--- config.mk ---
export PLATFORM = sky130hd
export DESIGN_NAME = page_regs
export DESIGN_NICKNAME = d
export VERILOG_FILES = /design/src/page_regs_pkg.sv /design/src/pattern_source.sv /design/src/page_regs.sv
export VERILOG_INCLUDE_DIRS = /design/src
export SDC_FILE = /design/constraint.sdc
export NUM_CORES = 1
export LEC_CHECK = 0
export BUFFER_PORTS_ARGS = -buffer_cell sky130_fd_sc_hd__buf_2
export CELL_PAD_IN_SITES_DETAIL_PLACEMENT = 1
export CELL_PAD_IN_SITES_GLOBAL_PLACEMENT = 2
export CORE_MARGIN = 2
export CORE_UTILIZATION = 39
export CTS_CLUSTER_SIZE = 25
export DETAILED_ROUTE_END_ITERATION = 8
export GPL_TIMING_DRIVEN = 1
export PLACE_DENSITY = 0.82
export SLEW_MARGIN = 0
export SYNTH_ARGS = -nofsm -noshare
export SYNTH_HDL_FRONTEND = slang
export SYNTH_SLANG_ARGS = --single-unit
--- constraint.sdc ---
create_clock -name core_clk -period 3.8 [get_ports core_clk]
set_clock_uncertainty 0.15 [all_clocks]
set_input_delay 0.38 -clock core_clk [delete_from_list [all_inputs] [get_ports core_clk]]
set_output_delay 0.38 -clock core_clk [all_outputs]
set_load 0.05 [all_outputs]
--- src/page_regs_defines.svh ---
`ifndef PAGE_REGS_DEFINES_SVH
`define PAGE_REGS_DEFINES_SVH

// ----------------------------------------------------------------
// Register offsets
// ----------------------------------------------------------------
`define ADDR_DIGITAL_PAGE_SELECT 8'h12
`define ADDR_ANALOG_PAGE_SELECT 8'h13
`define ADDR_TRIM_LOAD_RATE 8'h64
`define ADDR_USER_PATTERN_ONE_LOW 8'h8D
`define ADDR_USER_PATTERN_ONE_HIGH 8'h8E
`define ADDR_USER_PATTERN_TWO_LOW 8'h8F
`define ADDR_USER_PATTERN_TWO_HIGH 8'h90
`define ADDR_PATTERN_CONTROL 8'h91

// ----------------------------------------------------------------
// Field positions
// ----------------------------------------------------------------
`define BIT_DIGITAL_TOP 0
`define BIT_CHANNEL_A 1
`define BIT_CHANNEL_B 2
`define BIT_CHANNEL_C 3
`define BIT_CHANNEL_D 4
`define BIT_SERIALIZER_AB 5
`define BIT_SERIALIZER_CD 6
`define BIT_ANALOG 0
`define BIT_TRIM_RATE 1
`define LSB_PATTERN_KIND 4

// ----------------------------------------------------------------
// Writable masks and reset values
// ----------------------------------------------------------------
`define MASK_DIGITAL_PAGE_SELECT 8'h7F
`define MASK_ANALOG_PAGE_SELECT 8'h01
`define MASK_TRIM_LOAD_RATE 8'h02
`define RESET_BYTE 8'h00
`define RESET_WORD 16'h0000

// ----------------------------------------------------------------
// Pattern kinds and fixed words
// ----------------------------------------------------------------
`define KIND_ALL_ZEROS 4'h1
`define KIND_ALL_ONES 4'h2
`define KIND_TOGGLE 4'h3
`define KIND_RAMP 4'h4
`define KIND_USER_ONE 4'h6
`define KIND_USER_ALTERNATE 4'h7
`define KIND_DESKEW 4'h8
`define WORD_ALL_ONES 16'hFFFF
`define WORD_TOGGLE_EVEN 16'h5555
`define WORD_TOGGLE_ODD 16'hAAAA
`define WORD_DESKEW 16'hAAAA
`define RAMP_STEP 16'h0001

`endif

--- src/page_regs_pkg.sv ---
package page_regs_pkg;

    // Register access carried by the serial interface core
    typedef struct packed {
        logic wr;
        logic rd;
        logic [7:0] addr;
        logic [7:0] wdata;
    } reg_req_t;

    // Page enables as stored in the global page select register
    typedef struct packed {
        logic serializer_cd_page_enable;
        logic serializer_ab_page_enable;
        logic channel_d_page_enable;
        logic channel_c_page_enable;
        logic channel_b_page_enable;
        logic channel_a_page_enable;
        logic digital_top_page_enable;
    } page_enables_t;

    // Pages outside this block: analog, serializer CD/AB, channel D..A
    typedef logic [6:0] ext_pages_t;

    typedef logic [3:0] pattern_kind_t;

    typedef logic [3:0][15:0] chan_data_t;

endpackage : page_regs_pkg

--- src/pattern_source.sv ---
`timescale 1ns/10ps
`include "page_regs_defines.svh"

module pattern_source
    import page_regs_pkg::*;
(
    input wire logic core_clk,
    input wire logic resetn,
    input wire pattern_kind_t pattern_kind_sel,
    input wire logic pattern_on,
    input wire logic [15:0] user_pattern_one,
    input wire logic [15:0] user_pattern_two,
    input wire logic [15:0] data_in,
    output logic [15:0] data_out
);

    logic [15:0] data_out_nxt;
    logic [15:0] ramp_r;
    logic [15:0] ramp_nxt;
    logic phase_r;
    logic phase_nxt;

    // ----------------------------------------------------------------
    // Pattern selection
    // ----------------------------------------------------------------
    always_comb begin
        ramp_nxt = ramp_r + `RAMP_STEP;
        phase_nxt = ~phase_r;
        data_out_nxt = data_in;
        if (pattern_on) begin
            case (pattern_kind_sel)
                `KIND_ALL_ZEROS: data_out_nxt = `RESET_WORD;
                `KIND_ALL_ONES: data_out_nxt = `WORD_ALL_ONES;
                `KIND_TOGGLE: data_out_nxt = phase_r ? `WORD_TOGGLE_ODD : `WORD_TOGGLE_EVEN;
                `KIND_RAMP: data_out_nxt = ramp_r;
                `KIND_USER_ONE: data_out_nxt = user_pattern_one;
                `KIND_USER_ALTERNATE: begin
                    data_out_nxt = phase_r ? user_pattern_two : user_pattern_one;
                end
                `KIND_DESKEW: data_out_nxt = `WORD_DESKEW;
                default: data_out_nxt = data_in;
            endcase
        end
    end

    always_ff @(posedge core_clk or negedge resetn) begin
        if (!resetn) begin
            data_out <= `RESET_WORD;
            ramp_r <= `RESET_WORD;
            phase_r <= 1'b0;
        end else begin
            data_out <= data_out_nxt;
            ramp_r <= ramp_nxt;
            phase_r <= phase_nxt;
        end
    end

endmodule : pattern_source

--- src/page_regs.sv ---
// Summary of operation
// - Global 0x12 bit 6 enables serializer CD register page.
// - Global 0x12 bit 5 enables serializer AB register page.
// - Global 0x12 bits 4..1 enable channel pages D, C, B, A.
// - Global 0x12 bit 0 enables the digital-top register page.
// - Global 0x13 bit 0 selects the analog register page.
// - Digital-top 0x64 bit 1 picks trim load rate: 0 slow, 1 fast.
// - User pattern one is 0x8E:0x8D, used in single and dual modes.
// - User pattern two is 0x90:0x8F, used only in dual mode.
// - All these registers clear to zero on reset.
// - Pattern kinds: zeros, ones, toggle, ramp, user one, alternate, deskew.
// - Per-channel enable swaps normal data for the test pattern.
`timescale 1ns/10ps
`include "page_regs_defines.svh"

module page_regs
    import page_regs_pkg::*;
(
    input wire logic core_clk,
    input wire logic resetn,
    input wire reg_req_t req,
    output logic [7:0] rdata,
    output logic rdata_valid,
    output reg_req_t ext_req,
    output ext_pages_t ext_page_sel,
    input wire logic [7:0] ext_rdata,
    output page_enables_t page_enables,
    output logic analog_page_enable,
    output logic trim_load_rate_sel,
    input wire chan_data_t chan_data_in,
    output chan_data_t chan_data_out
);

    // ----------------------------------------------------------------
    // Register state
    // ----------------------------------------------------------------
    logic [7:0] digital_page_select_r;
    logic [7:0] digital_page_select_nxt;
    logic [7:0] analog_page_select_r;
    logic [7:0] analog_page_select_nxt;
    logic [7:0] trim_load_rate_r;
    logic [7:0] trim_load_rate_nxt;
    logic [15:0] user_pattern_one_r;
    logic [15:0] user_pattern_one_nxt;
    logic [15:0] user_pattern_two_r;
    logic [15:0] user_pattern_two_nxt;
    pattern_kind_t pattern_kind_sel_r;
    pattern_kind_t pattern_kind_sel_nxt;
    logic [3:0] chan_pattern_on_r;
    logic [3:0] chan_pattern_on_nxt;

    logic is_global;
    logic digital_top_hit;
    logic digital_top_on;
    ext_pages_t ext_pages_on;

    // ----------------------------------------------------------------
    // Read pipeline state
    // ----------------------------------------------------------------
    logic [7:0] local_rdata_r;
    logic [7:0] local_rdata_nxt;
    logic rd_pending_r;
    logic rd_pending_nxt;
    logic ext_rd_pending_r;
    logic ext_rd_pending_nxt;
    logic [7:0] rdata_nxt;
    logic rdata_valid_nxt;
    reg_req_t ext_req_nxt;
    ext_pages_t ext_page_sel_nxt;
    page_enables_t page_enables_nxt;
    logic analog_page_enable_nxt;
    logic trim_load_rate_sel_nxt;

    // ----------------------------------------------------------------
    // Page decode
    // ----------------------------------------------------------------
    always_comb begin
        is_global = (req.addr == `ADDR_DIGITAL_PAGE_SELECT) ||
                    (req.addr == `ADDR_ANALOG_PAGE_SELECT);
        digital_top_on = digital_page_select_r[`BIT_DIGITAL_TOP];
        ext_pages_on = {analog_page_select_r[`BIT_ANALOG],
                        digital_page_select_r[`BIT_SERIALIZER_CD],
                        digital_page_select_r[`BIT_SERIALIZER_AB],
                        digital_page_select_r[`BIT_CHANNEL_D],
                        digital_page_select_r[`BIT_CHANNEL_C],
                        digital_page_select_r[`BIT_CHANNEL_B],
                        digital_page_select_r[`BIT_CHANNEL_A]};
        digital_top_hit = !is_global && digital_top_on;
    end

    // ----------------------------------------------------------------
    // Register writes
    // ----------------------------------------------------------------
    always_comb begin
        digital_page_select_nxt = digital_page_select_r;
        analog_page_select_nxt = analog_page_select_r;
        trim_load_rate_nxt = trim_load_rate_r;
        user_pattern_one_nxt = user_pattern_one_r;
        user_pattern_two_nxt = user_pattern_two_r;
        pattern_kind_sel_nxt = pattern_kind_sel_r;
        chan_pattern_on_nxt = chan_pattern_on_r;
        if (req.wr) begin
            // Reserved bits are dropped so the registers always hold them at zero
            if (req.addr == `ADDR_DIGITAL_PAGE_SELECT) begin
                digital_page_select_nxt = req.wdata & `MASK_DIGITAL_PAGE_SELECT;
            end else if (req.addr == `ADDR_ANALOG_PAGE_SELECT) begin
                analog_page_select_nxt = req.wdata & `MASK_ANALOG_PAGE_SELECT;
            end else if (digital_top_hit) begin
                if (req.addr == `ADDR_TRIM_LOAD_RATE) begin
                    trim_load_rate_nxt = req.wdata & `MASK_TRIM_LOAD_RATE;
                end else if (req.addr == `ADDR_USER_PATTERN_ONE_LOW) begin
                    user_pattern_one_nxt[7:0] = req.wdata;
                end else if (req.addr == `ADDR_USER_PATTERN_ONE_HIGH) begin
                    user_pattern_one_nxt[15:8] = req.wdata;
                end else if (req.addr == `ADDR_USER_PATTERN_TWO_LOW) begin
                    user_pattern_two_nxt[7:0] = req.wdata;
                end else if (req.addr == `ADDR_USER_PATTERN_TWO_HIGH) begin
                    user_pattern_two_nxt[15:8] = req.wdata;
                end else if (req.addr == `ADDR_PATTERN_CONTROL) begin
                    pattern_kind_sel_nxt = req.wdata[7:`LSB_PATTERN_KIND];
                    chan_pattern_on_nxt = req.wdata[3:0];
                end
            end
        end
    end

    // ----------------------------------------------------------------
    // Local read data
    // ----------------------------------------------------------------
    always_comb begin
        local_rdata_nxt = `RESET_BYTE;
        if (req.addr == `ADDR_DIGITAL_PAGE_SELECT) begin
            local_rdata_nxt = digital_page_select_r;
        end else if (req.addr == `ADDR_ANALOG_PAGE_SELECT) begin
            local_rdata_nxt = analog_page_select_r;
        end else if (digital_top_hit) begin
            if (req.addr == `ADDR_TRIM_LOAD_RATE) begin
                local_rdata_nxt = trim_load_rate_r;
            end else if (req.addr == `ADDR_USER_PATTERN_ONE_LOW) begin
                local_rdata_nxt = user_pattern_one_r[7:0];
            end else if (req.addr == `ADDR_USER_PATTERN_ONE_HIGH) begin
                local_rdata_nxt = user_pattern_one_r[15:8];
            end else if (req.addr == `ADDR_USER_PATTERN_TWO_LOW) begin
                local_rdata_nxt = user_pattern_two_r[7:0];
            end else if (req.addr == `ADDR_USER_PATTERN_TWO_HIGH) begin
                local_rdata_nxt = user_pattern_two_r[15:8];
            end else if (req.addr == `ADDR_PATTERN_CONTROL) begin
                local_rdata_nxt = {pattern_kind_sel_r, chan_pattern_on_r};
            end
        end
    end

    // ----------------------------------------------------------------
    // Forwarding to outer pages and read merge
    // ----------------------------------------------------------------
    always_comb begin
        ext_req_nxt = req;
        ext_req_nxt.wr = req.wr && !is_global && (ext_pages_on != 7'h00);
        ext_req_nxt.rd = req.rd && !is_global && (ext_pages_on != 7'h00);
        ext_page_sel_nxt = is_global ? 7'h00 : ext_pages_on;
        rd_pending_nxt = req.rd;
        ext_rd_pending_nxt = ext_req_nxt.rd;
        rdata_valid_nxt = rd_pending_r;
        rdata_nxt = rdata;
        if (rd_pending_r) begin
            // Several selected pages answer together, so their data merge
            rdata_nxt = local_rdata_r | (ext_rd_pending_r ? ext_rdata : `RESET_BYTE);
        end
        page_enables_nxt = digital_page_select_nxt[6:0];
        analog_page_enable_nxt = analog_page_select_nxt[`BIT_ANALOG];
        trim_load_rate_sel_nxt = trim_load_rate_nxt[`BIT_TRIM_RATE];
    end

    always_ff @(posedge core_clk or negedge resetn) begin
        if (!resetn) begin
            digital_page_select_r <= `RESET_BYTE;
            analog_page_select_r <= `RESET_BYTE;
            trim_load_rate_r <= `RESET_BYTE;
            user_pattern_one_r <= `RESET_WORD;
            user_pattern_two_r <= `RESET_WORD;
            pattern_kind_sel_r <= 4'h0;
            chan_pattern_on_r <= 4'h0;
        end else begin
            digital_page_select_r <= digital_page_select_nxt;
            analog_page_select_r <= analog_page_select_nxt;
            trim_load_rate_r <= trim_load_rate_nxt;
            user_pattern_one_r <= user_pattern_one_nxt;
            user_pattern_two_r <= user_pattern_two_nxt;
            pattern_kind_sel_r <= pattern_kind_sel_nxt;
            chan_pattern_on_r <= chan_pattern_on_nxt;
        end
    end

    always_ff @(posedge core_clk or negedge resetn) begin
        if (!resetn) begin
            local_rdata_r <= `RESET_BYTE;
            rd_pending_r <= 1'b0;
            ext_rd_pending_r <= 1'b0;
            rdata <= `RESET_BYTE;
            rdata_valid <= 1'b0;
            ext_req <= '0;
            ext_page_sel <= 7'h00;
            page_enables <= '0;
            analog_page_enable <= 1'b0;
            trim_load_rate_sel <= 1'b0;
        end else begin
            local_rdata_r <= local_rdata_nxt;
            rd_pending_r <= rd_pending_nxt;
            ext_rd_pending_r <= ext_rd_pending_nxt;
            rdata <= rdata_nxt;
            rdata_valid <= rdata_valid_nxt;
            ext_req <= ext_req_nxt;
            ext_page_sel <= ext_page_sel_nxt;
            page_enables <= page_enables_nxt;
            analog_page_enable <= analog_page_enable_nxt;
            trim_load_rate_sel <= trim_load_rate_sel_nxt;
        end
    end

    // ----------------------------------------------------------------
    // Test pattern per channel
    // ----------------------------------------------------------------
    for (genvar ch = 0; ch < 4; ch++) begin : g_chan
        pattern_source u_pattern_source (
            .core_clk(core_clk),
            .resetn(resetn),
            .pattern_kind_sel(pattern_kind_sel_r),
            .pattern_on(chan_pattern_on_r[ch]),
            .user_pattern_one(user_pattern_one_r),
            .user_pattern_two(user_pattern_two_r),
            .data_in(chan_data_in[ch]),
            .data_out(chan_data_out[ch])
        );
    end

endmodule : page_regs

# [Word-level counts from Yosys, hierarchy flattened]
# Cells that the tools add are included.
[totals] reg_bits=231 in_bits=92 output_inout_bits=107 wordCells=112
[op_classes] addsub=4 eq_ne=15 mux=29 bitwise_logic=12 n_reduce_logical=15
[ops] op="$pmux 16 s7" n=4
[ops] op="$mux 16" n=12
[ops] op="$mux 8" n=10
[ops] op="$add 16x1->16 const B" n=4
[ops] op="$eq 8x8->1 const B" n=5
[ops] op="$mux 7" n=3
[ops] op="$eq 8x5->1 const B" n=2
[ops] op="$eq 4x3->1 const B" n=3
[ops] op="$not 1->1" n=11
[ops] op="$reduce_and 10->1" n=1
[ops] op="$reduce_and 9->1" n=1
[ops] op="$eq 4x2->1 const B" n=2
[ops] op="$eq 8x7->1 const B" n=1
[ops] op="$or 8x8->8" n=1
[ops] op="$reduce_and 8->1" n=1
[ops] op="$reduce_and 7->1" n=1
[ops] op="$reduce_bool 7->1" n=1
[ops] op="$reduce_and 6->1" n=1
[ops] op="$logic_and 1x1->1" n=5
[ops] op="$reduce_and 5->1" n=1
[ops] op="$eq 4x1->1 const B" n=1
[ops] op="$eq 4x4->1 const B" n=1
[ops] op="$reduce_and 3->1" n=1
[ops] op="$logic_not 1->1" n=1
[ops] op="$logic_or 1x1->1" n=1

# [Depth between registers and ports, before layout]
# Gate-level depths: netlist (run 1).
[logic_depth] depth_word=10 mapped_depth=8 ltp_nobuf=5

# [By module]
# A second synthesis (run 1) with hierarchy kept.
[hier_totals] cells_unflattened=913 hier_area_um2=10862.9
[by_module_without_submodules] mod="pattern_source at g_chan[0].u_pattern_source ..." n_inst=3 cells_per_inst=163 area_each_um2=1783.0 seq_area_each_um2=825.8
[by_module_without_submodules] mod="page_regs" n_inst=1 cells_per_inst=276 area_each_um2=3732.3 seq_area_each_um2=2302.2
[by_module_without_submodules] mod="pattern_source at g_chan[3].u_pattern_source" n_inst=1 cells_per_inst=148 area_each_um2=1781.7 seq_area_each_um2=825.8

# [Least setup slack after synthesis (run 1)]
# Ideal clock, no wire load.
[synth_path] path_kind="reg2reg" startpoint="reg pattern_kind_sel_r[1]" endpoint="reg g_chan[0].u_pattern_source.data_out[10]" setup_time_ns=0.079 t_arrival_ns=1.886 t_required_ns=3.571 path_slack_ns=1.685 stages_incl_launch_ff=9 path_buffers=4 period_less_slack_ns=2.115 path_cell_list="dfrtp_1 > buf_2 > or3b_1 > buf_2 > a21o_1 > a21boi_1 > buf_4 > buf_6 > mux2i_1"
[synth_via] elab_chain_len=3 elab_cells_between_ends=9 classes_between="7 x eq/ne; 2 x mux"
[synth_rtl] element="from (decl)" line_no="page_regs.sv:47" text="pattern_kind_t pattern_kind_sel_r;"
[synth_rtl] element="from (signal assigned)" line_no="page_regs.sv:189" text="pattern_kind_sel_r <= pattern_kind_sel_nxt;"
[synth_rtl] element="$eq 4x4->1, or another cell as far along" line_no="pattern_source.sv:31" text="case (pattern_kind_sel)"
[synth_rtl] element="$pmux 16 s7 *" line_no="pattern_source.sv:31"
[synth_rtl] element="$mux 16 *" line_no="pattern_source.sv:30" text="if (pattern_on) begin"
[synth_rtl] element="net g_chan[0].u_pattern_source.data_out_nxt[10]" line_no="pattern_source.sv:17" text="logic [15:0] data_out_nxt;"
[synth_rtl] element="to (signal assigned)" line_no="pattern_source.sv:48" text="data_out <= `RESET_WORD;"
[synth_rtl] element="to (signal assigned)" line_no="pattern_source.sv:52" text="data_out <= data_out_nxt;"
[synth_rtl] element="to (decl)" line_no="pattern_source.sv:14" text="output logic [15:0] data_out"
# The timed path passes the listed nets; every way through them passes the cells marked *.
# A chain may end at the register's enable or synchronous reset.

# [Final worst setup path (run 1)]
[layout_path] startpoint="reg pattern_kind_sel_r[0]" endpoint="reg g_chan[2].u_pattern_source.data_out[0]"
[layout_via] elab_chain_len=3 elab_cells_between_ends=9 classes_between="7 x eq/ne; 2 x mux"
[layout_rtl] element="$eq 4x4->1, or another cell as far along" line_no="pattern_source.sv:31"
[layout_rtl] element="$pmux 16 s7 *" line_no="pattern_source.sv:31"
[layout_rtl] element="$mux 16 *" line_no="pattern_source.sv:30"
[layout_rtl] element="net g_chan[2].u_pattern_source.data_out_nxt[0]" line_no="pattern_source.sv:17"
[layout_rtl] element="to (signal assigned)" line_no="pattern_source.sv:48"
[layout_rtl] element="to (signal assigned)" line_no="pattern_source.sv:52"
[layout_rtl] element="to (decl)" line_no="pattern_source.sv:14"
# Marked as above.

==> reports/qor.yml, run 1 <==
cp-start-kind: "flop"
fp.dieW_um: 171.2
grt_pass1_vias: 9552
synth_edf_count: 0
tightest_slew_ns: 1.095
grt_use_total_pct: 25.96
fin_nets: 1340
num_antenna_cells: 0
hold_class: "in -> reg"
ys_top_cells_by_count: "dfrtp_1, mux2i_1, nor2_1"
drv_slew: 0
synth_area_per_cell_um2: 11.22
vias_per_cell: 5.520
grt_antenna_before_repair: 0
async_flop_share_pct: 100.0
die_area_um2: 29310
hold_end: "g_chan[1].u_pattern_source.data_out[5]"
setup.worst_path.class: "reg -> reg"
yosys.area.top_type: "dfrtp_1"
critPathArrivalTime_ns: 3.16
num-fill-cells: 3048
critPathMaxFanout: 25
grt_first_pass_wirelength_um: 57280
min_path_cells: 3
path_clk_slew_ns: 0.06
htree_levels: 1
power.leakage_nw: 6.763
fmax_ghz: 0.3384
gp_congestion: 0.8784
drt-pass1-iter-count: 5
cts_root_buf: "clkbuf_16"
final_antenna_net_count: 0
rsz0062_at_grt: "no"
initial_core_util_pct: 39.46
ioPinCount: 199
finalCriticalPeriod_ns: 2.955
ys_ff_latch: 224
ys_warn_count: 0
fin_crit_sh_pct: 77.77
cp-end-kind: "flop"
die_y_um: 171.2
setup-violations-final: 0
fin_ws_ns: 0.8446
syn_inst: 972
pre_cts_slack_ns: 0.9574
power.density_nw_per_um2: 390.6
cap_violations: 0
drt_iter0_drc: 634
dp_hpwl_um: 25590
vdd_drop_max_mv: 0.3478
cts_buffers: 25
synth_area_leaders: "dfrtp_1, mux2i_1, mux2_2"
worstSkewPairLatency_ns: 0.54
place_area_um2: 12240
yosysSeqAreaShare_pct: 51.41
cts_resized: 0
ff2ff_setup_slack_ns: 0.84
worstHoldStart: "chan_data_in[21]"
hold_viol: 0
area_growth_pct: 27.58
cts_setup_buffers: 0
synth_area_um2: 10900
route.vias.total: 9052
max_slew_margin_pct: 25.14
drive_gt1_share_pct: 25.20
r2r_start: "pattern_kind_sel_r[0]"
synth_flop_cell: "dfrtp_1"
coreArea_um2: 27630
postCtsHoldBufs: 87
cts_buffer_depth: 3
required_ns: 4.00
placementRows: 61
status: "finished, final reports clean"
postRouteWirelength_um: 37880
fin_area_um2: 13910
clkSinkCount: 224
grt_max_degree: 95
synth_top_area_share_pct: 51.41
drcViolationCount: 0
synth.distinct_cells: 68
fin_tns_setup_ns: 0
port_buffers: 198
cts_tree: "done"
grt_overflow_total: 0
yosysMostFrequentCell: "dfrtp_1"
r2r-end: "g_chan[2].u_pattern_source.data_out[0]"
reg2reg_depth: 4
fin_util_pct: 50.34
postSynthNetCount: 1068
wl_per_cell_um: 23.10
## through the flow
step | hold slack [ns] | instances | power (mW)
floorplan | -0.06559 | 972 | 2.820
global placement | 0.3029 | 1508 | 3.026
detailed placement | 0.3064 | 1508 | 3.031
CTS | 0.01066 | 1640 | 5.491
global route | 0.01957 | 1640 | 5.617
finish | 0.01470 | 1640 | 5.433
## flip-flops by register name (all words and copies together), names as in the netlist, 7 cells and up
signal	cells
g_chan.u_pattern_source.data_out	64
user_pattern_one_r	16
user_pattern_two_r	16
g_chan.u_pattern_source.ramp_r	64
digital_page_select_r	7
ext_page_sel	7
ext_req	17
local_rdata_r	8
rdata	8
## layer usage
metal / vias to the layer above / wire (um) / track usage [%]
met5: - / 0 / 0
met4: 0 / 1110 / 7.332
met3: 65 / 2580 / 4.924
met2: 316 / 18000 / 43.23
met1: 4622 / 16190 / 34.67
li1: 4049 / - / -
## critical path, cell delays in order (launching register included)
cell       delay [ns]
dfrtp_1          0.86
nor4bb_1         0.28
and2_1           0.33
a2111oi_0        0.98
mux2i_1          0.17
## how the worst max path moves through the flow
stage                                from                                      end  slack, ns  depth (start not counted)
floorplan           pattern_kind_sel_r[1]  g_chan[0].u_pattern_source.data_out[10]       1.68                          8
global placement    pattern_kind_sel_r[0]   g_chan[2].u_pattern_source.data_out[6]       1.01                          4
finish              pattern_kind_sel_r[0]   g_chan[2].u_pattern_source.data_out[0]       0.84                          4
CTS                 pattern_kind_sel_r[1]   g_chan[0].u_pattern_source.data_out[6]       0.92                          5
global route        pattern_kind_sel_r[3]  g_chan[0].u_pattern_source.data_out[13]       0.72                          5
detailed placement  pattern_kind_sel_r[0]   g_chan[2].u_pattern_source.data_out[0]       0.96                          4
## cell families (layout without fill, tap and decap cells)
family                     Yosys count  in the layout  synth area share, %
AOI/OAI and AO/OA                  155            155                10.64
DFF                                224            224                51.41
xor gates and xnor gates            56             56                4.499
buffers and inverters              120            410                4.728
adders and majority gates            4              4               0.4590
muxes                              169            169                16.10
and+or+nand+nor                    244            244                12.16
## layout by cell type (no fill, tap or decap), types with 31 or more instances in the layout
master / n
mux2_2: 51
nor2_1: 77
inv_1: 66
mux2i_1: 118
buf_2: 197
a2111oi_0: 48
dfrtp_1: 224
dlygate4sd3_1: 87
nand2_1: 44
a21oi_1: 31
xnor2_1: 37
nand3_1: 31
## power by group
group          internal [mW]  total [mW]  switching [mW]
logic                  0.180       0.576           0.396
clock network           1.41        2.38           0.971
registers               2.45        2.48          0.0347
total                   4.03        5.43            1.40
## layout make-up
| cell class | count | area [um2] | share of cell area, % |
|---|---|---|---|
| sequential | 224 | 5605 | 40.30 |
| multi-input combinational | 628 | 4798 | 34.50 |
| clock inverter | 9 | 98.84 | 0.7106 |
| inverter | 66 | 247.7 | 1.781 |
| tap | 378 | 473.0 | 3.400 |
| clock buffer | 36 | 696.9 | 5.010 |
| timing repair buffer | 299 | 1989 | 14.30 |
No activity file was read; power rests on OpenSTA's default activity.
==> run 2, diff against run 1 <==
- ABC_AREA: not set -> 1
- CORE_UTILIZATION: 39 -> 33
- PLACE_DENSITY: 0.82 -> 0.78
- clock period: 3.8 -> 2.81 ns (I/O delays scaled with it)
==> reports/qor.yml, run 2 <==
ys_ff_latch: 224  # unchanged
cts_tree: "done"
critPathMaxFanout: 19  # -24%
max_slew_margin_pct: 45.07  # +20 points
coreArea_um2: 32370  # +17%
setup.worst_path.class: "reg -> reg"
r2r_start: "pattern_kind_sel_r[0]"
layout_commonest_cell: "nand2_1"
synth.distinct_cells: 32  # -53%
cp-start-kind: "flop"
power.leakage_nw: 6.749  # -0.19%
grt_antenna_before_repair: 0  # unchanged
synth_area_leaders: "dfrtp_1, nand2_1, nor2_1"
gp_congestion: 0.9146  # +4.1%
synth-compound-area-share_pct: 11.39  # +0.75 points
fp.dieW_um: 184.7  # +7.9%
crit_slowest_cell: "dfrtp_1"
yosysMostFrequentCell: "nand2_1"
wl_per_cell_um: 19.96  # -14%
fin_ws_ns: 0.3956  # -0.4490 ns
cap_violations: 0  # unchanged
ff2ff_setup_slack_ns: 0.40  # -0.45 ns
area_growth_pct: 31.12
path_clk_slew_ns: 0.06  # about the same
initial_core_util_pct: 33.29  # -6.2 points
synth_area_per_cell_um2: 8.133  # -27%
cp_top_family: "simple AND/OR/NAND/NOR gates"
fin_crit_sh_pct: 85.92  # +8.1 points
cts_buffer_depth: 3  # unchanged
num-fill-cells: 3958  # +30%
ys_warn_count: 0  # unchanged
yosysSeqAreaShare_pct: 52.01  # +0.60 points
htree_levels: 1  # unchanged
drcViolationCount: 0  # unchanged
cts_root_buf: "clkbuf_16"
cp.buffers_inverters: 2  # +2
synth_top_family_by_area: "simple AND/OR/NAND/NOR gates"
clkSinkCount: 224  # unchanged
fin_tns_setup_ns: 0  # unchanged
synthAdderAreaFrac_pct: 0.4644  # +0.0054 points
placementRows: 66  # +8.2%
hold_class: "in -> async"
fin_util_pct: 43.65  # -6.7 points
final_antenna_net_count: 0  # unchanged
drt_iter0_drc: 618  # -2.5%
die_area_um2: 34120  # +16%
port_buffers: 198  # unchanged
drive_gt1_share_pct: 17.34  # -7.9 points
cts_buffers: 27  # +8.0%
synth_flop_cell: "dfrtp_1"
synth_area_um2: 10780  # -1.2%
grt_first_pass_wirelength_um: 62710  # +9.5%
fin_nets: 1722  # +29%
cp-end-kind: "flop"
drt-pass1-iter-count: 5  # unchanged
dp_hpwl_um: 29190  # +14%
worstSkewPairLatency_ns: 0.54  # about the same
status: "finished, final reports clean"
grt_overflow_total: 0  # unchanged
hold_viol: 0  # unchanged
r2r-end: "g_chan[0].u_pattern_source.data_out[11]"
required_ns: 3.11  # -0.89 ns
fmax_ghz: 0.4142  # +22%
postSynthNetCount: 1421  # +33%
yosys.area.top_type: "dfrtp_1"
critical_path.max_stage_delay_ns: 0.47  # -0.51 ns
final_cell_mix: "nand2_1, dfrtp_1, buf_2"
power.density_nw_per_um2: 557.7  # +43%
tightest_slew_ns: 0.8209  # -0.2737 ns
vias_per_cell: 4.948  # -10%
pre_cts_slack_ns: 0.3937  # -0.5638 ns
syn_inst: 1325  # +36%
drv_slew: 0  # unchanged
async_flop_share_pct: 100.0  # unchanged
critPathArrivalTime_ns: 2.71  # -0.45 ns
reg2reg_depth: 8  # +4
cts_resized: 0  # unchanged
postRouteWirelength_um: 41630  # +9.9%
num_antenna_cells: 0  # unchanged
grt_pass1_vias: 10720  # +12%
grt_max_degree: 65  # -32%
die_y_um: 184.7  # +7.9%
grt_use_total_pct: 24.48  # -1.5 points
finalCriticalPeriod_ns: 2.414  # -0.5410 ns
setup-violations-final: 0  # unchanged
synth-xor-area-share_pct: 4.307  # -0.19 points
muxShareOfSynthArea_pct: 0  # -16 points
synth_edf_count: 0  # unchanged
reg_top3: "g_chan.u_pattern_source.data_out: 64 flops, g_chan.u_pattern_source.ramp_r: 64 flops, ext_req: 17 flops"
ioPinCount: 199  # unchanged
rsz0062_at_grt: "no"
ys_top_cells_by_count: "nand2_1, dfrtp_1, nor2_1"
route.vias.total: 10321  # +14%
synthSimpleGateAreaFrac_pct: 24.67  # +13 points
crit_chain: "nor2_2 -> nand3_2 -> nand3_1 -> nand2_1 -> inv_1 -> buf_4 -> nor2_1 -> a31oi_1"
synth_top_area_share_pct: 52.01  # +0.60 points
vdd_drop_max_mv: 0.4333  # +25%
run 2: cell count changes in the layout (fill, tap and decap cells not counted), sizes merged, moves of 32 or more:
cell,previous run,this run
nor2,77,179
mux2i,118,0
xnor2,37,5
a2111oi,48,0
inv,67,146
o21ai,18,124
o211ai,2,39
nand3,31,63
nand2,46,310
mux2,51,0
run 2: cells by family (layout without fill, tap and decap cells):
group / count (synthesis) / in the layout
fa+ha+maj: 4 / 4
buf+inv: 192 / 511
simple gates: 633 / 633
compound gates: 219 / 219
xor+xnor: 53 / 53
flops: 224 / 224
run 2: report_power, final:
part	switching, mW	internal [mW]	leakage (nW)	total (mW)
clock	1.39	2.01	0.406	3.40
sequential	0.100	3.34	2.77	3.44
combinational	0.722	0.310	3.57	1.03
run 2: cell type report:
| cell class | instances | area, um2 | share of cell area, % |
|---|---|---|---|
| Clock buffer | 42 | 792.0 | 5.605 |
| Timing Repair Buffer | 318 | 2167 | 15.34 |
| Sequential cell | 224 | 5605 | 39.67 |
| Multi-Input combinational cell | 909 | 4403 | 31.16 |
| Clock inverter | 5 | 61.31 | 0.4339 |
| Inverter | 146 | 548.0 | 3.879 |
| Tap cell | 442 | 553.0 | 3.914 |
run 2: how the worst max path moves through the flow:
stage / depth (start not counted) / start / end / slack (ns)
floorplan: 6 / digital_page_select_r[0] / user_pattern_two_r[14] / 1.03
global placement: 8 / pattern_kind_sel_r[0] / g_chan[0].u_pattern_source.data_out[11] / 0.48
detailed placement: 8 / pattern_kind_sel_r[0] / g_chan[0].u_pattern_source.data_out[11] / 0.39
CTS: 8 / pattern_kind_sel_r[0] / g_chan[0].u_pattern_source.data_out[11] / 0.38
global route: 8 / pattern_kind_sel_r[0] / g_chan[0].u_pattern_source.data_out[5] / 0.19
finish: 8 / pattern_kind_sel_r[0] / g_chan[0].u_pattern_source.data_out[11] / 0.40
run 2: worst reg2reg max path, stage by stage (launching register included):
cell	delay, ns
dfrtp_1	0.47
nor2_2	0.16
nand3_2	0.18
nand3_1	0.23
nand2_1	0.23
inv_1	0.37
buf_4	0.30
nor2_1	0.06
a31oi_1	0.17
run 2: layer usage:
| layer | GRT usage [%] | part of all wire, % |
|---|---|---|
| met5 | 0 | 0 |
| met4 | 7.143 | 3.0 |
| met3 | 2.885 | 4.9 |
| met2 | 42.11 | 49 |
| met1 | 32.45 | 43 |
run 2: repair_timing:
item / in CTS / in global routing
hold endpoints to repair: 158 / 0
hold buffers: 91 / 0
buffers inserted: 0 / 0
run 2: per-stage QoR:
stage	power, mW	hold slack, ns	cell area (um2)	cells
finish	7.880	0.1445	14130	2086
global route	8.189	0.1620	14130	2086
CTS	7.960	0.1477	14130	2086
detailed placement	4.427	0.1338	12370	1948
global placement	4.418	0.1344	12370	1948
floorplan	4.011	-0.1646	10780	1325
==> run 3, diff against run 2 <==
- CORE_MARGIN: 2 -> not set
==> reports/qor.yml, run 3 (synthesized netlist as in run 2, its figures left out) <==
wl_per_cell_um: 19.70  # -1.3%
reg2reg_depth: 7  # -1
cts_root_buf: "clkbuf_16"
initial_core_util_pct: 33.80  # +0.51 points
final_antenna_net_count: 0  # unchanged
final_cell_mix: "nand2_1, dfrtp_1, buf_2"
drive_gt1_share_pct: 17.80  # +0.46 points
port_buffers: 198  # unchanged
rsz0062_at_grt: "no"
hold_slack_ns: 0.1673  # +0.02280 ns
worstSkewPairLatency_ns: 0.55  # about the same
area_growth_pct: 31.99
layout_commonest_cell: "nand2_1"
power.leakage_nw: 6.812  # +0.93%
drt_iter0_drc: 703  # +14%
path_clk_slew_ns: 0.06  # about the same
vdd_drop_max_mv: 0.4512  # +4.1%
cp.buffers_inverters: 3  # +1
grt_first_pass_wirelength_um: 62710  # about the same
fin_area_um2: 14220  # +0.66%
pre_cts_slack_ns: 0.4633  # +0.06966 ns
postRouteWirelength_um: 41000  # -1.5%
grt_overflow_total: 0  # unchanged
place_area_um2: 12370  # about the same
finalCriticalPeriod_ns: 2.323  # -0.09158 ns
crit_slowest_cell: "dlygate4sd3_1"
placementRows: 65  # -1.5%
reg_top3: "g_chan.u_pattern_source.data_out: 64 flops, g_chan.u_pattern_source.ramp_r: 64 flops, ext_req: 17 flops"
power_mw: 8.138  # +3.3%
r2r-end: "g_chan[1].u_pattern_source.data_out[13]"
die_y_um: 182.7  # -1.1%
hold_viol: 0  # unchanged
cts_setup_buffers: 0  # unchanged
crit_chain: "dlygate4sd3_1 -> buf_2 -> inv_1 -> nand2_1 -> nor2_1 -> nand2_1 -> nand2_1 -> nor3_4 -> nand2_1 -> nand2_1 -> o21ai_0"
fin_nets: 1721  # -0.058%
num_antenna_cells: 0  # unchanged
cp-end-kind: "flop"
fmax_ghz: 0.4305  # +3.9%
fin_tns_setup_ns: 0  # unchanged
drcViolationCount: 0  # unchanged
cts_tree: "done"
fp.dieW_um: 182.7  # -1.1%
ioPinCount: 199  # unchanged
cap_violations: 0  # unchanged
cp.depth: 11  # +3
status: "finished, final reports clean"
tightest_slew_ns: 0.8634  # +0.04249 ns
gp_congestion: 0.9174  # +0.31%
critPathMaxFanout: 16  # -3
drt-pass1-iter-count: 5  # unchanged
post-place-cells: 1940  # -0.41%
cp_top_family: "simple AND/OR/NAND/NOR gates"
hold_class: "in -> async"
ff2ff_setup_slack_ns: 0.50  # +0.10 ns
drv_slew: 0  # unchanged
grt_pass1_vias: 10785  # +0.61%
cp-start-kind: "primary input"
r2r_start: "pattern_kind_sel_r[1]"
critPathArrivalTime_ns: 2.58  # -0.13 ns
postCtsHoldBufs: 91  # unchanged
vias_per_cell: 4.983  # +0.72%
power.density_nw_per_um2: 572.1  # +2.6%
die_area_um2: 33380  # -2.2%
fin_ws_ns: 0.4872  # +0.09158 ns
grt_max_degree: 67  # +3.1%
fin_util_pct: 44.62  # +0.97 points
crit_path_end: "user_pattern_two_r[3]"
layoutNonFillerInstCount: 2081  # -0.24%
grt_use_total_pct: 24.82  # +0.34 points
grt_antenna_before_repair: 0  # unchanged
clkSinkCount: 224  # unchanged
critical_path.max_stage_delay_ns: 0.52  # +0.05 ns
max_slew_margin_pct: 41.83  # -3.2 points
setup.worst_path.class: "in -> reg"
dp_hpwl_um: 28960  # -0.78%
coreArea_um2: 31880  # -1.5%
critPathLaunch: "req[10]"
critPathMostFrequentCell: "nand2_1"
cts_resized: 0  # unchanged
required_ns: 3.06  # -0.05 ns
htree_levels: 1  # unchanged
setup-violations-final: 0  # unchanged
route.vias.total: 10370  # +0.47%
fin_crit_sh_pct: 82.66  # -3.3 points
cts_buffers: 27  # unchanged
cts_buffer_depth: 3  # unchanged
run 3: cell count changes in the layout (fill, tap and decap cells not counted), sizes merged:
cell,before,now
clkinv,1,7
clkbuf,42,38
inv,146,147
buf,227,226
bufinv,1,3
clkinvlp,3,1
run 3: worst register-to-register path, cell delays in order, from the launching register on:
cell and delay, ns:
dfrtp_1 0.48, inv_1 0.10, nor2_1 0.13, nand2_1 0.19
o21ai_0 0.74, buf_4 0.25, nor2_1 0.05, a31oi_1 0.14
run 3: how the worst min path moves through the flow:
stage                     slack (ns)  cells past startpoint                                 endpoint
after floorplan                -0.16                      0                  analog_page_select_r[0]
after global placement          0.15                      1  g_chan[0].u_pattern_source.data_out[12]
after detailed placement        0.15                      1  g_chan[0].u_pattern_source.data_out[12]
after CTS                       0.17                      2  g_chan[0].u_pattern_source.data_out[15]
after global routing            0.22                      2  g_chan[0].u_pattern_source.data_out[12]
final                           0.17                      2  g_chan[0].u_pattern_source.data_out[12]
run 3: area by class of cell:
type                       count  area, um2
clock inverter                12      148.9
inverter                     146      548.0
sequential                   224       5605
tap                          435      544.3
multi-input combinational    909       4408
clock buffer                  38      797.0
fill                        3895      17660
timing repair buffer         317       2172
run 3: layer usage:
layer | GRT usage [%] | routed length, um | vias up
met1 | 32.72 | 17860 | 5096
li1 | - | - | 4886
met5 | 0 | 0 | -
met2 | 41.92 | 19720 | 303
met4 | 8.773 | 1483 | 0
met3 | 3.053 | 1939 | 85
run 3: power breakdown:
group          internal [mW]  total (mW)  switching [mW]
clock network           2.25        3.67            1.42
registers               3.34        3.44          0.0981
logic                  0.310        1.03           0.720
